[config.mk]
export PLATFORM = sky130hd
export DESIGN_NAME = axis_counter_comparator
export DESIGN_NICKNAME = d
export VERILOG_FILES = /design/src/axis_cc_pkg.sv /design/src/step_if.sv /design/src/phase_decoder.sv /design/src/axis_counter_comparator.sv
export VERILOG_INCLUDE_DIRS = /design/src /design/src/src
export SDC_FILE = /design/constraint.sdc
export NUM_CORES = 2
export LEC_CHECK = 0
export BUFFER_PORTS_ARGS = -buffer_cell sky130_fd_sc_hd__buf_2
export CAP_MARGIN = 20
export CORE_MARGIN = 2
export CORE_UTILIZATION = 42
export CTS_CLUSTER_DIAMETER = 60
export DETAILED_ROUTE_END_ITERATION = 16
export PLACE_DENSITY_LB_ADDON = 0.05
export SLEW_MARGIN = 30
export SYNTH_ARGS = -nofsm -noshare
export SYNTH_HDL_FRONTEND = slang
export SYNTH_SLANG_ARGS = --single-unit
[constraint.sdc]
create_clock -name ref_clk -period 7.4 [get_ports ref_clk]
set_clock_uncertainty 0.1 [all_clocks]
set_input_delay 0.74 -clock ref_clk [delete_from_list [all_inputs] [get_ports ref_clk]]
set_output_delay 0.74 -clock ref_clk [all_outputs]
set_load 0.01 [all_outputs]
[src/axis_cc_defines.svh]
`ifndef AXIS_CC_DEFINES_SVH
`define AXIS_CC_DEFINES_SVH

// register byte offsets
`define OFS_CTRL 8'h00
`define OFS_CMD 8'h04
`define OFS_CNT1 8'h08
`define OFS_CNT2 8'h0C
`define OFS_CNT3 8'h10
`define OFS_LAT1 8'h14
`define OFS_LAT2 8'h18
`define OFS_LAT3 8'h1C
`define OFS_RING1 8'h20
`define OFS_RING2 8'h24
`define OFS_RING3 8'h28
`define OFS_CMP1 8'h2C
`define OFS_CMP2 8'h30
`define OFS_CMP3 8'h34
`define OFS_CMPCFG 8'h38
`define OFS_STATUS 8'h40
`define OFS_MASK 8'h44
`define OFS_STATE 8'h48

// control register fields
`define CTRL_RING_LSB 0
`define CTRL_SRC2_LSB 4
`define CTRL_SRC3_LSB 6
`define CTRL_SL_EN 9
`define CTRL_SL_DECEL 10
`define CTRL_SYNC_EN 11
`define CTRL_LTC_EN 12
`define CTRL_ORG_EN 13
`define CTRL_CLR_EN 14
`define CTRL_RESET 16'h0000

// command register fields
`define CMD_CLR_LSB 0
`define CMD_LAT_LSB 3

// comparator configuration: 4 bits per comparator
`define CFG_SEL_LSB 0
`define CFG_COND_LSB 2
`define CFG_RESET 12'hFFC

// status bits
`define ST_MATCH_LSB 0
`define ST_PSL 3
`define ST_NSL 4
`define ST_SYNC 5
`define ST_LATCH 6

// clock divider length for the deviation counter source
`define DIV_LEN 4096

`endif

[src/axis_cc_pkg.sv]
package axis_cc_pkg;

    typedef enum logic [1:0] {SRC_CMD, SRC_ENC, SRC_PULSER} pos_src_e;

    typedef enum logic [2:0] {DEV_CMD, DEV_ENC, DEV_PULSER, DEV_CLK, DEV_CMD_ENC, DEV_CMD_PULSER,
        DEV_ENC_PULSER} dev_src_e;

    typedef enum logic [1:0] {SEL_CMD_POS, SEL_MECH_POS, SEL_DEV} cnt_sel_e;

    typedef enum logic [1:0] {CMP_EQ, CMP_GE, CMP_LE, CMP_OFF} cmp_cond_e;

    typedef logic signed [2:0] delta_t;

endpackage

[src/step_if.sv]
`timescale 1ns/1ps
interface step_if;
    logic up;
    logic dn;
    modport src (output up, output dn);
    modport snk (input up, input dn);
endinterface

[src/phase_decoder.sv]
`timescale 1ns/1ps
module phase_decoder
(
    // clock and reset
    input wire logic ref_clk,
    input wire logic srst,
    // raw phase pins
    input wire logic phase_a,
    input wire logic phase_b,
    // decoded count steps
    step_if.src steps
);
    typedef struct packed {
        logic a_m;
        logic b_m;
        logic a_s;
        logic b_s;
        logic a_d;
        logic b_d;
        logic up;
        logic dn;
    } dec_s;

    dec_s st_r;
    dec_s st_nxt;
    logic en;

    always_comb
    begin
        st_nxt = st_r;
        st_nxt.a_m = phase_a;
        st_nxt.b_m = phase_b;
        st_nxt.a_s = st_r.a_m;
        st_nxt.b_s = st_r.b_m;
        st_nxt.a_d = st_r.a_s;
        st_nxt.b_d = st_r.b_s;
        // 4x decode; a double change is a glitch and is dropped
        en = st_r.a_s ^ st_r.a_d ^ st_r.b_s ^ st_r.b_d;
        st_nxt.up = en & (st_r.a_s ^ st_r.b_d);
        st_nxt.dn = en & ~(st_r.a_s ^ st_r.b_d);
    end

    always_ff @(posedge ref_clk)
    begin
        if (srst)
            st_r <= '0;
        else
            st_r <= st_nxt;
    end

    assign steps.up = st_r.up;
    assign steps.dn = st_r.dn;
endmodule

[src/axis_counter_comparator.sv]
// Chosen here: the APB slave port and the address map.
`timescale 1ns/1ps
`include "axis_cc_defines.svh"
// Functional notes
// - commanded-position counter, 28 bits, counts only emitted command pulses.
// - mechanical-position counter, 28 bits, source command, encoder or pulser.
// - 16-bit deviation or general counter, can drive the sync output.
// - 16-bit source: command, encoder, pulser, clock/4096, or pairwise differences.
// - every counter clears by software command or the clear input.
// - every counter latches on command, latch input or origin sensor.
// - every counter has a ring mode wrapping within a programmed range.
// - three comparators compare a programmed target with a counter.
// - each comparator selects commanded, mechanical or deviation counter.
// - comparators 1 and 2 may act as positive and negative soft limits.
// - entering a soft limit halts pulses, immediately or by deceleration.
// - after a soft-limit stop only opposite-direction motion is permitted.
// - sync pulse emitted repeatedly at a programmed constant interval.
module axis_counter_comparator
    import axis_cc_pkg::*;
#(
    parameter int POS_W = 28,
    parameter int DEV_W = 16,
    parameter int DIV_W = 12
)
(
    // clock and reset
    input wire logic ref_clk,
    input wire logic srst,
    // apb slave
    input wire logic psel,
    input wire logic penable,
    input wire logic pwrite,
    input wire logic [7:0] paddr,
    input wire logic [31:0] pwdata,
    output logic [31:0] prdata,
    output logic pready,
    output logic pslverr,
    // command pulses from the axis pulse generator
    input wire logic cmd_pulse,
    input wire logic cmd_dir_pos,
    // phase pins
    input wire logic encoder_phase_a,
    input wire logic encoder_phase_b,
    input wire logic pulser_phase_a,
    input wire logic pulser_phase_b,
    // mechanical and control pins
    input wire logic counter_clear_input,
    input wire logic latch_input,
    input wire logic origin_sensor_input,
    // limit and motion outputs
    output logic positive_soft_limit,
    output logic negative_soft_limit,
    output logic halt_now,
    output logic halt_decel,
    output logic inhibit_pos,
    output logic inhibit_neg,
    output logic sync_out,
    output logic irq
);
    typedef struct packed {
        logic [POS_W-1:0] cnt1;
        logic [POS_W-1:0] cnt2;
        logic [DEV_W-1:0] cnt3;
        logic [POS_W-1:0] lat1;
        logic [POS_W-1:0] lat2;
        logic [DEV_W-1:0] lat3;
        logic [POS_W-1:0] ring1;
        logic [POS_W-1:0] ring2;
        logic [DEV_W-1:0] ring3;
        logic [2:0][POS_W-1:0] cmpv;
        logic [15:0] ctrl;
        logic [11:0] cmpcfg;
        logic [6:0] status;
        logic [6:0] mask;
        logic [DIV_W-1:0] div;
        logic [2:0] hit_d;
        logic psl;
        logic nsl;
        logic inh_pos;
        logic inh_neg;
        logic last_pos;
        logic clr_m;
        logic clr_s;
        logic clr_d;
        logic ltc_m;
        logic ltc_s;
        logic ltc_d;
        logic org_m;
        logic org_s;
        logic org_d;
        logic [31:0] prdata;
        logic pready;
        logic pslverr;
        logic halt_now;
        logic halt_decel;
        logic sync_out;
        logic irq;
    } cc_s;

    localparam logic [DIV_W-1:0] DIV_LAST = DIV_W'(`DIV_LEN - 1);

    cc_s st_r;
    cc_s st_nxt;

    step_if enc_steps ();
    step_if pul_steps ();

    phase_decoder u_enc
    (
        .ref_clk(ref_clk),
        .srst(srst),
        .phase_a(encoder_phase_a),
        .phase_b(encoder_phase_b),
        .steps(enc_steps.src)
    );

    phase_decoder u_pul
    (
        .ref_clk(ref_clk),
        .srst(srst),
        .phase_a(pulser_phase_a),
        .phase_b(pulser_phase_b),
        .steps(pul_steps.src)
    );

    function automatic delta_t step_of(input logic up, input logic dn);
        delta_t d;
        d = 3'sd0;
        if (up && !dn)
            d = 3'sd1;
        else if (dn && !up)
            d = -3'sd1;
        return d;
    endfunction

    // ring wraps within 0..top; without ring the count wraps at full width
    function automatic logic [POS_W-1:0] ring_step(input logic [POS_W-1:0] v, input delta_t d,
        input logic ring, input logic [POS_W-1:0] top);
        logic signed [POS_W+1:0] s;
        logic signed [POS_W+1:0] t;
        s = $signed({2'b00, v}) + (POS_W+2)'(d);
        t = $signed({2'b00, top});
        if (ring && s > t)
            s = s - t - (POS_W+2)'(1);
        else if (ring && s < 0)
            s = s + t + (POS_W+2)'(1);
        return s[POS_W-1:0];
    endfunction

    function automatic logic cmp_hit(input logic signed [POS_W-1:0] v, input logic signed [POS_W-1:0] t,
        input cmp_cond_e c);
        logic h;
        h = 1'b0;
        unique case (c)
            CMP_EQ: h = (v == t);
            CMP_GE: h = (v >= t);
            CMP_LE: h = (v <= t);
            CMP_OFF: h = 1'b0;
        endcase
        return h;
    endfunction

    logic wr;
    logic rd;
    delta_t d_cmd;
    delta_t d_enc;
    delta_t d_pul;
    delta_t d_clk;
    delta_t d2;
    delta_t d3;
    logic [2:0] clr;
    logic [2:0] lat;
    logic [2:0] hit;
    logic [6:0] ev;
    logic [6:0] w1c;
    logic psl_now;
    logic nsl_now;
    logic signed [POS_W-1:0] v;
    logic [31:0] rdata;
    logic rerr;

    always_comb
    begin
        st_nxt = st_r;
        v = '0;
        ev = '0;
        w1c = '0;
        hit = '0;
        rdata = 32'h0000_0000;
        rerr = 1'b0;
        // pins pass two flip-flops before use
        st_nxt.clr_m = counter_clear_input;
        st_nxt.clr_s = st_r.clr_m;
        st_nxt.clr_d = st_r.clr_s;
        st_nxt.ltc_m = latch_input;
        st_nxt.ltc_s = st_r.ltc_m;
        st_nxt.ltc_d = st_r.ltc_s;
        st_nxt.org_m = origin_sensor_input;
        st_nxt.org_s = st_r.org_m;
        st_nxt.org_d = st_r.org_s;

        wr = psel && penable && st_r.pready && pwrite;
        rd = psel && !penable && !pwrite;

        d_cmd = cmd_pulse ? (cmd_dir_pos ? 3'sd1 : -3'sd1) : 3'sd0;
        d_enc = step_of(enc_steps.up, enc_steps.dn);
        d_pul = step_of(pul_steps.up, pul_steps.dn);
        st_nxt.div = st_r.div + DIV_W'(1);
        d_clk = (st_r.div == DIV_LAST) ? 3'sd1 : 3'sd0;
        if (cmd_pulse)
            st_nxt.last_pos = cmd_dir_pos;

        unique case (pos_src_e'(st_r.ctrl[`CTRL_SRC2_LSB +: 2]))
            SRC_CMD: d2 = d_cmd;
            SRC_ENC: d2 = d_enc;
            SRC_PULSER: d2 = d_pul;
            default: d2 = 3'sd0;
        endcase
        unique case (dev_src_e'(st_r.ctrl[`CTRL_SRC3_LSB +: 3]))
            DEV_CMD: d3 = d_cmd;
            DEV_ENC: d3 = d_enc;
            DEV_PULSER: d3 = d_pul;
            DEV_CLK: d3 = d_clk;
            DEV_CMD_ENC: d3 = d_cmd - d_enc;
            DEV_CMD_PULSER: d3 = d_cmd - d_pul;
            DEV_ENC_PULSER: d3 = d_enc - d_pul;
            default: d3 = 3'sd0;
        endcase

        st_nxt.cnt1 = ring_step(st_r.cnt1, d_cmd, st_r.ctrl[`CTRL_RING_LSB], st_r.ring1);
        st_nxt.cnt2 = ring_step(st_r.cnt2, d2, st_r.ctrl[`CTRL_RING_LSB+1], st_r.ring2);
        st_nxt.cnt3 = DEV_W'(ring_step(POS_W'(st_r.cnt3), d3, st_r.ctrl[`CTRL_RING_LSB+2],
            POS_W'(st_r.ring3)));

        // sync pulse each time the 16-bit ring wraps back to zero
        ev[`ST_SYNC] = st_r.ctrl[`CTRL_SYNC_EN] && st_r.ctrl[`CTRL_RING_LSB+2] && d3 > 0
            && st_nxt.cnt3 == '0 && st_r.cnt3 != '0;
        st_nxt.sync_out = ev[`ST_SYNC];

        clr = {3{st_r.ctrl[`CTRL_CLR_EN] && st_r.clr_s && !st_r.clr_d}};
        lat = {3{(st_r.ctrl[`CTRL_LTC_EN] && st_r.ltc_s && !st_r.ltc_d)
            || (st_r.ctrl[`CTRL_ORG_EN] && st_r.org_s && !st_r.org_d)}};
        if (wr && paddr == `OFS_CMD)
        begin
            clr = clr | pwdata[`CMD_CLR_LSB +: 3];
            lat = lat | pwdata[`CMD_LAT_LSB +: 3];
        end
        // latch captures the count before this cycle's clear
        if (lat[0])
            st_nxt.lat1 = st_r.cnt1;
        if (lat[1])
            st_nxt.lat2 = st_r.cnt2;
        if (lat[2])
            st_nxt.lat3 = st_r.cnt3;
        ev[`ST_LATCH] = |lat;
        if (clr[0])
            st_nxt.cnt1 = '0;
        if (clr[1])
            st_nxt.cnt2 = '0;
        if (clr[2])
            st_nxt.cnt3 = '0;

        for (int i = 0; i < 3; i++)
        begin
            unique case (cnt_sel_e'(st_r.cmpcfg[4*i+`CFG_SEL_LSB +: 2]))
                SEL_CMD_POS: v = st_r.cnt1;
                SEL_MECH_POS: v = st_r.cnt2;
                SEL_DEV: v = POS_W'($signed(st_r.cnt3));
                default: v = '0;
            endcase
            hit[i] = cmp_hit(v, st_r.cmpv[i], cmp_cond_e'(st_r.cmpcfg[4*i+`CFG_COND_LSB +: 2]));
        end
        st_nxt.hit_d = hit;
        ev[`ST_MATCH_LSB +: 3] = hit & ~st_r.hit_d;

        // soft-limit mode fixes comparators 1 and 2 to >= and <=
        psl_now = 1'b0;
        nsl_now = 1'b0;
        if (st_r.ctrl[`CTRL_SL_EN])
        begin
            unique case (cnt_sel_e'(st_r.cmpcfg[`CFG_SEL_LSB +: 2]))
                SEL_CMD_POS: v = st_r.cnt1;
                SEL_MECH_POS: v = st_r.cnt2;
                SEL_DEV: v = POS_W'($signed(st_r.cnt3));
                default: v = '0;
            endcase
            psl_now = cmp_hit(v, st_r.cmpv[0], CMP_GE);
            unique case (cnt_sel_e'(st_r.cmpcfg[4+`CFG_SEL_LSB +: 2]))
                SEL_CMD_POS: v = st_r.cnt1;
                SEL_MECH_POS: v = st_r.cnt2;
                SEL_DEV: v = POS_W'($signed(st_r.cnt3));
                default: v = '0;
            endcase
            nsl_now = cmp_hit(v, st_r.cmpv[1], CMP_LE);
        end
        st_nxt.psl = psl_now;
        st_nxt.nsl = nsl_now;
        ev[`ST_PSL] = psl_now && !st_r.psl && st_r.last_pos;
        ev[`ST_NSL] = nsl_now && !st_r.nsl && !st_r.last_pos;
        st_nxt.halt_now = (ev[`ST_PSL] || ev[`ST_NSL]) && !st_r.ctrl[`CTRL_SL_DECEL];
        st_nxt.halt_decel = (ev[`ST_PSL] || ev[`ST_NSL]) && st_r.ctrl[`CTRL_SL_DECEL];
        // inhibit holds while the axis stays inside the limit range
        if (ev[`ST_PSL])
            st_nxt.inh_pos = 1'b1;
        else if (!psl_now)
            st_nxt.inh_pos = 1'b0;
        if (ev[`ST_NSL])
            st_nxt.inh_neg = 1'b1;
        else if (!nsl_now)
            st_nxt.inh_neg = 1'b0;

        if (wr)
        begin
            unique case (paddr)
                `OFS_CTRL: st_nxt.ctrl = pwdata[15:0];
                `OFS_CNT1: st_nxt.cnt1 = pwdata[POS_W-1:0];
                `OFS_CNT2: st_nxt.cnt2 = pwdata[POS_W-1:0];
                `OFS_CNT3: st_nxt.cnt3 = pwdata[DEV_W-1:0];
                `OFS_RING1: st_nxt.ring1 = pwdata[POS_W-1:0];
                `OFS_RING2: st_nxt.ring2 = pwdata[POS_W-1:0];
                `OFS_RING3: st_nxt.ring3 = pwdata[DEV_W-1:0];
                `OFS_CMP1: st_nxt.cmpv[0] = pwdata[POS_W-1:0];
                `OFS_CMP2: st_nxt.cmpv[1] = pwdata[POS_W-1:0];
                `OFS_CMP3: st_nxt.cmpv[2] = pwdata[POS_W-1:0];
                `OFS_CMPCFG: st_nxt.cmpcfg = pwdata[11:0];
                `OFS_STATUS: w1c = pwdata[6:0];
                `OFS_MASK: st_nxt.mask = pwdata[6:0];
                default: ;
            endcase
        end
        // a new event outweighs a clear in the same cycle
        st_nxt.status = (st_r.status & ~w1c) | ev;
        st_nxt.irq = |(st_nxt.status & st_nxt.mask);

        unique case (paddr)
            `OFS_CTRL: rdata = {16'h0000, st_r.ctrl};
            `OFS_CMD: rdata = 32'h0000_0000;
            `OFS_CNT1: rdata = 32'(st_r.cnt1);
            `OFS_CNT2: rdata = 32'(st_r.cnt2);
            `OFS_CNT3: rdata = 32'(st_r.cnt3);
            `OFS_LAT1: rdata = 32'(st_r.lat1);
            `OFS_LAT2: rdata = 32'(st_r.lat2);
            `OFS_LAT3: rdata = 32'(st_r.lat3);
            `OFS_RING1: rdata = 32'(st_r.ring1);
            `OFS_RING2: rdata = 32'(st_r.ring2);
            `OFS_RING3: rdata = 32'(st_r.ring3);
            `OFS_CMP1: rdata = 32'(st_r.cmpv[0]);
            `OFS_CMP2: rdata = 32'(st_r.cmpv[1]);
            `OFS_CMP3: rdata = 32'(st_r.cmpv[2]);
            `OFS_CMPCFG: rdata = {20'h00000, st_r.cmpcfg};
            `OFS_STATUS: rdata = {25'h0000000, st_r.status};
            `OFS_MASK: rdata = {25'h0000000, st_r.mask};
            `OFS_STATE: rdata = {27'h0000000, st_r.last_pos, st_r.inh_neg, st_r.inh_pos, st_r.nsl, st_r.psl};
            default: rerr = 1'b1;
        endcase

        // one wait-free access phase: ready rises the cycle after setup
        st_nxt.pready = psel && !penable;
        st_nxt.pslverr = psel && !penable && rerr;
        if (rd)
            st_nxt.prdata = rdata;
        else if (psel && !penable)
            st_nxt.prdata = 32'h0000_0000;
    end

    always_ff @(posedge ref_clk)
    begin
        if (srst)
        begin
            st_r <= '0;
            st_r.ctrl <= `CTRL_RESET;
            st_r.cmpcfg <= `CFG_RESET;
        end
        else
            st_r <= st_nxt;
    end

    assign prdata = st_r.prdata;
    assign pready = st_r.pready;
    assign pslverr = st_r.pslverr;
    assign positive_soft_limit = st_r.psl;
    assign negative_soft_limit = st_r.nsl;
    assign halt_now = st_r.halt_now;
    assign halt_decel = st_r.halt_decel;
    assign inhibit_pos = st_r.inh_pos;
    assign inhibit_neg = st_r.inh_neg;
    assign sync_out = st_r.sync_out;
    assign irq = st_r.irq;
endmodule

==> qor.yml <==
worst_setup_path:
  crit_path_start: "u_enc.steps.up$_SDFF_PP0_"
  max_stage_delay_ns: 0.57
  crit_type: "flip-flop to flip-flop"
  worstPathRequired_ns: 7.83
  r2r_end: "irq$_SDFF_PP0_"
  r2r_slack_ns: 0.35
  cp_common_cell: "ha_1"
  r2r.worst_path.cells: 32
  r2r_start: "u_enc.steps.up$_SDFF_PP0_"
  cp_max_fo: 3
  slowest_stage: "or4_4"
  end_kind: "flip-flop"
  cp.arrival_ns: 7.48
  cp-start-kind: "flip-flop"
sta:
  maxSlewViolCount: 0
  timing.fmax_mhz: 142
  finalCriticalPeriod_ns: 7.05
  setup_viol: 0
  worst_pin_slew_ns: 1.06
  fin_ws_ns: 0.351
  relSlewSlack_pct: 29.0
  whs_ns: 0.241
  fin_crit_sh_pct: 95.3
  hold_viol_final: 0
cells_and_area:
  area_delta_synth_final_pct: 11.9
  layout.cells.non_filler: 5567
  drive_gt1_share_pct: 10.5
  nets: 4846
  antenna_cells: 0
drt:
  dr.pass1.iters: 8
  routed-via-count: 33700
  drt_wl_total_microns: 137000
  drt_iter0_drc: 3374
  drc: 0
  via_per_inst: 6.05
  wl_per_cell_microns: 24.7
  ant_nets: 0
cts:
  worstSkewPairLatency_ns: 0.62
  cts_made_buffers: 52
  clockBufferDepth: 3
  cts.sinks: 421
  cts_tree: "built"
  clkTransAtPathRegs_ns: 0.06
  cts_setup_buffers: 0
  cts_max_level: 2
  cts.root.buffer_cell: "clkbuf_16"
  hold_buffers: 0
global_routing:
  grt_max_degree: 188
  grt_usage_pct: 32.8
  antenna_found_initial: 3
  overflow: 0
  grt_pass1_wl_microns: 203000
  grt_pass1_vias: 31200
synth:
  synth_ff_type: "dfxtp_1"
  yosysSeqAreaShare_pct: 25.6
  synth_area_sq_um: 32900
  yosys-top-cells-count: "nand2_1 (750), a21oi_1 (502), dfxtp_1 (421), nor2_1 (295), ha_1 (293)"
  synth_seq_cells: 421
  post-synth-top-count-cell: "nand2_1"
  synth_top_area_cell: "dfxtp_1"
  syn_inst: 4462
  ys_top_cells_by_area: "dfxtp_1 (26%), ha_1 (11%), nand2_1 (8.6%), a21oi_1 (7.6%), nor2_1 (3.4%)"
  yosysWarnings: 0
  yosys.cell_types.count: 97
  syn_area_per_cell_sq_um: 7.37
  ys_async_sr_fraction_pct: 0
  synth-edff-count: 0
  synth_top_area_share_pct: 25.6
die:
  initial_utilization_pct: 42.4
  core_area_sq_um: 77500
  die_height_microns: 284
  rows: 102
  die_x_microns: 284
  dieArea_sq_um: 80500
  pin_count: 96
power:
  switching_power_mw: 4.14
  ir_worst_vdd_v: 0.000164
  combPwrFrac_pct: 45.4
  power.density_nw_per_um2: 270
  intPower_mw: 5.81
  power_mw: 9.95
  pwr-share-seq_pct: 27.6
  cellLeakagePower_nw: 14.5
  p_clk_share_pct: 27.0
  switching_share_pct: 41.6
worst_hold_path:
  whs_path_depth: 2
  hp-class: "input port to flip-flop"
  whs_endpoint: "u_pul.st_nxt[4]$_SDFF_PP0_"
  hp-start: "pulser_phase_b"
placement:
  pre_cts_slack_ns: -0.247
  dp_cells: 5474
  dp_hpwl_microns: 102000
  port-buffer-count: 87
  gp_congestion: 0.981
run:
  max_cap_viol_count: 0
status:
  status: "completed"
-- per-layer routing --
metal | part of all wire (%) | GRT usage, % | vias up
met4 | 4.8 | 14.1 | 6
met5 | 0.025 | 0 | -
li1 | - | - | 16000
met1 | 43 | 43.7 | 15900
met2 | 45 | 52.8 | 1418
met3 | 7.1 | 4.50 | 310
-- power groups by stage --
stage          sequential, mW  clock [mW]  combinational, mW
6_report                 2.75        2.68               4.52
5_1_grt                  2.74        2.79               5.00
4_1_cts                  2.73        2.70               4.40
3_5_place_dp             2.78           0               4.37
3_3_place_gp             2.79           0               4.38
2_1_floorplan            2.56           0               3.14
-- layout by cell type, fill, tap and decap left out, drive strengths merged, types with 13 or more instances in the layout --
| master | count |
|---|---|
| nor2 | 295 |
| a222oi | 21 |
| a221o | 23 |
| and3 | 26 |
| o211ai | 18 |
| nand2b | 38 |
| a31oi | 49 |
| a221oi | 76 |
| inv | 283 |
| o21a | 29 |
| nand3b | 26 |
| and2 | 20 |
| o221ai | 19 |
| o22ai | 15 |
| a22oi | 83 |
| or3 | 19 |
| a22o | 46 |
| o21bai | 27 |
| buf | 275 |
| o21ai | 214 |
| nand3 | 79 |
| nor3 | 83 |
| or2 | 19 |
| a21o | 94 |
| nand4 | 39 |
| a21oi | 503 |
| nor2b | 50 |
| xnor2 | 87 |
| mux2i | 87 |
| nor4 | 19 |
| a2111oi | 14 |
| a211oi | 31 |
| nand2 | 750 |
| xor2 | 42 |
| a21boi | 13 |
| o31ai | 28 |
| clkbuf | 68 |
| ha | 293 |
| nor3b | 15 |
| dfxtp | 421 |
-- repair_timing --
item,CTS,global route
pin swaps,0,5
resized for setup,1,16
setup endpoints to repair,2,3
-- cells by family after synthesis --
| group | count (synthesis) | synth area share (%) |
|---|---|---|
| flip-flops | 421 | 25.6 |
| buffers and inverters | 583 | 7.19 |
| AO/OA/AOI/OAI | 1423 | 28.5 |
| other | 1 | 0.0114 |
| adder cells (fa/ha/maj) | 304 | 11.8 |
| multiplexers | 91 | 2.80 |
| AND/OR/NAND/NOR | 1510 | 20.6 |
| XOR/XNOR | 129 | 3.44 |
-- layout make-up --
cell class	count	area, sq um
sequential	421	8430
clock inverter	25	284
clock buffer	68	1480
timing repair buffer	275	1920
tap	1040	1300
fill	8023	40700
inverter	277	1040
multi-input combinational	3461	22300
-- state kept, by name, summed over array words and instances, names as in the netlist, 2 cells and up --
| signal | count |
|---|---|
| u_pul.st_r | 2 |
| u_enc.st_nxt | 4 |
| u_pul.st_nxt | 4 |
| st_nxt | 6 |
| u_enc.st_r | 2 |
| prdata | 28 |
| st_r | 361 |
-- worst max-delay path: cells and delay by family (launching register included) --
kind                       cells  cell delay, ns
and+or+nand+nor               11            2.83
AOI/OAI and AO/OA              9            1.51
adders and majority gates      5            1.30
buffers and inverters          5            0.53
DFF                            1            0.31
xor gates and xnor gates       1            0.30
muxes                          1            0.07
-- metrics by stage --
| step | instance area, sq um | utilization, % | setup TNS (ns) |
|---|---|---|---|
| 2_1_floorplan | 32900 | - | 0 |
| 3_3_place_gp | 34900 | 45.1 | -0.300 |
| 3_5_place_dp | 35000 | 45.1 | -0.951 |
| 4_1_cts | 36700 | 47.4 | 0 |
| 5_1_grt | 36800 | 47.5 | -0.0258 |
| 6_report | 36800 | 47.5 | 0 |
-- worst max-delay path by stage --
stage / end / slack, ns / depth (start not counted)
2_1_floorplan: st_r[362]$_SDFF_PP0_ / 0.09 / 26
3_3_place_gp: sync_out$_SDFF_PP0_ / -0.12 / 29
3_5_place_dp: irq$_SDFF_PP0_ / -0.25 / 29
4_1_cts: irq$_SDFF_PP0_ / 0.11 / 32
5_1_grt: sync_out$_SDFF_PP0_ / -0.02 / 33
6_report: irq$_SDFF_PP0_ / 0.35 / 32
No activity file was read; power rests on OpenSTA's default activity.
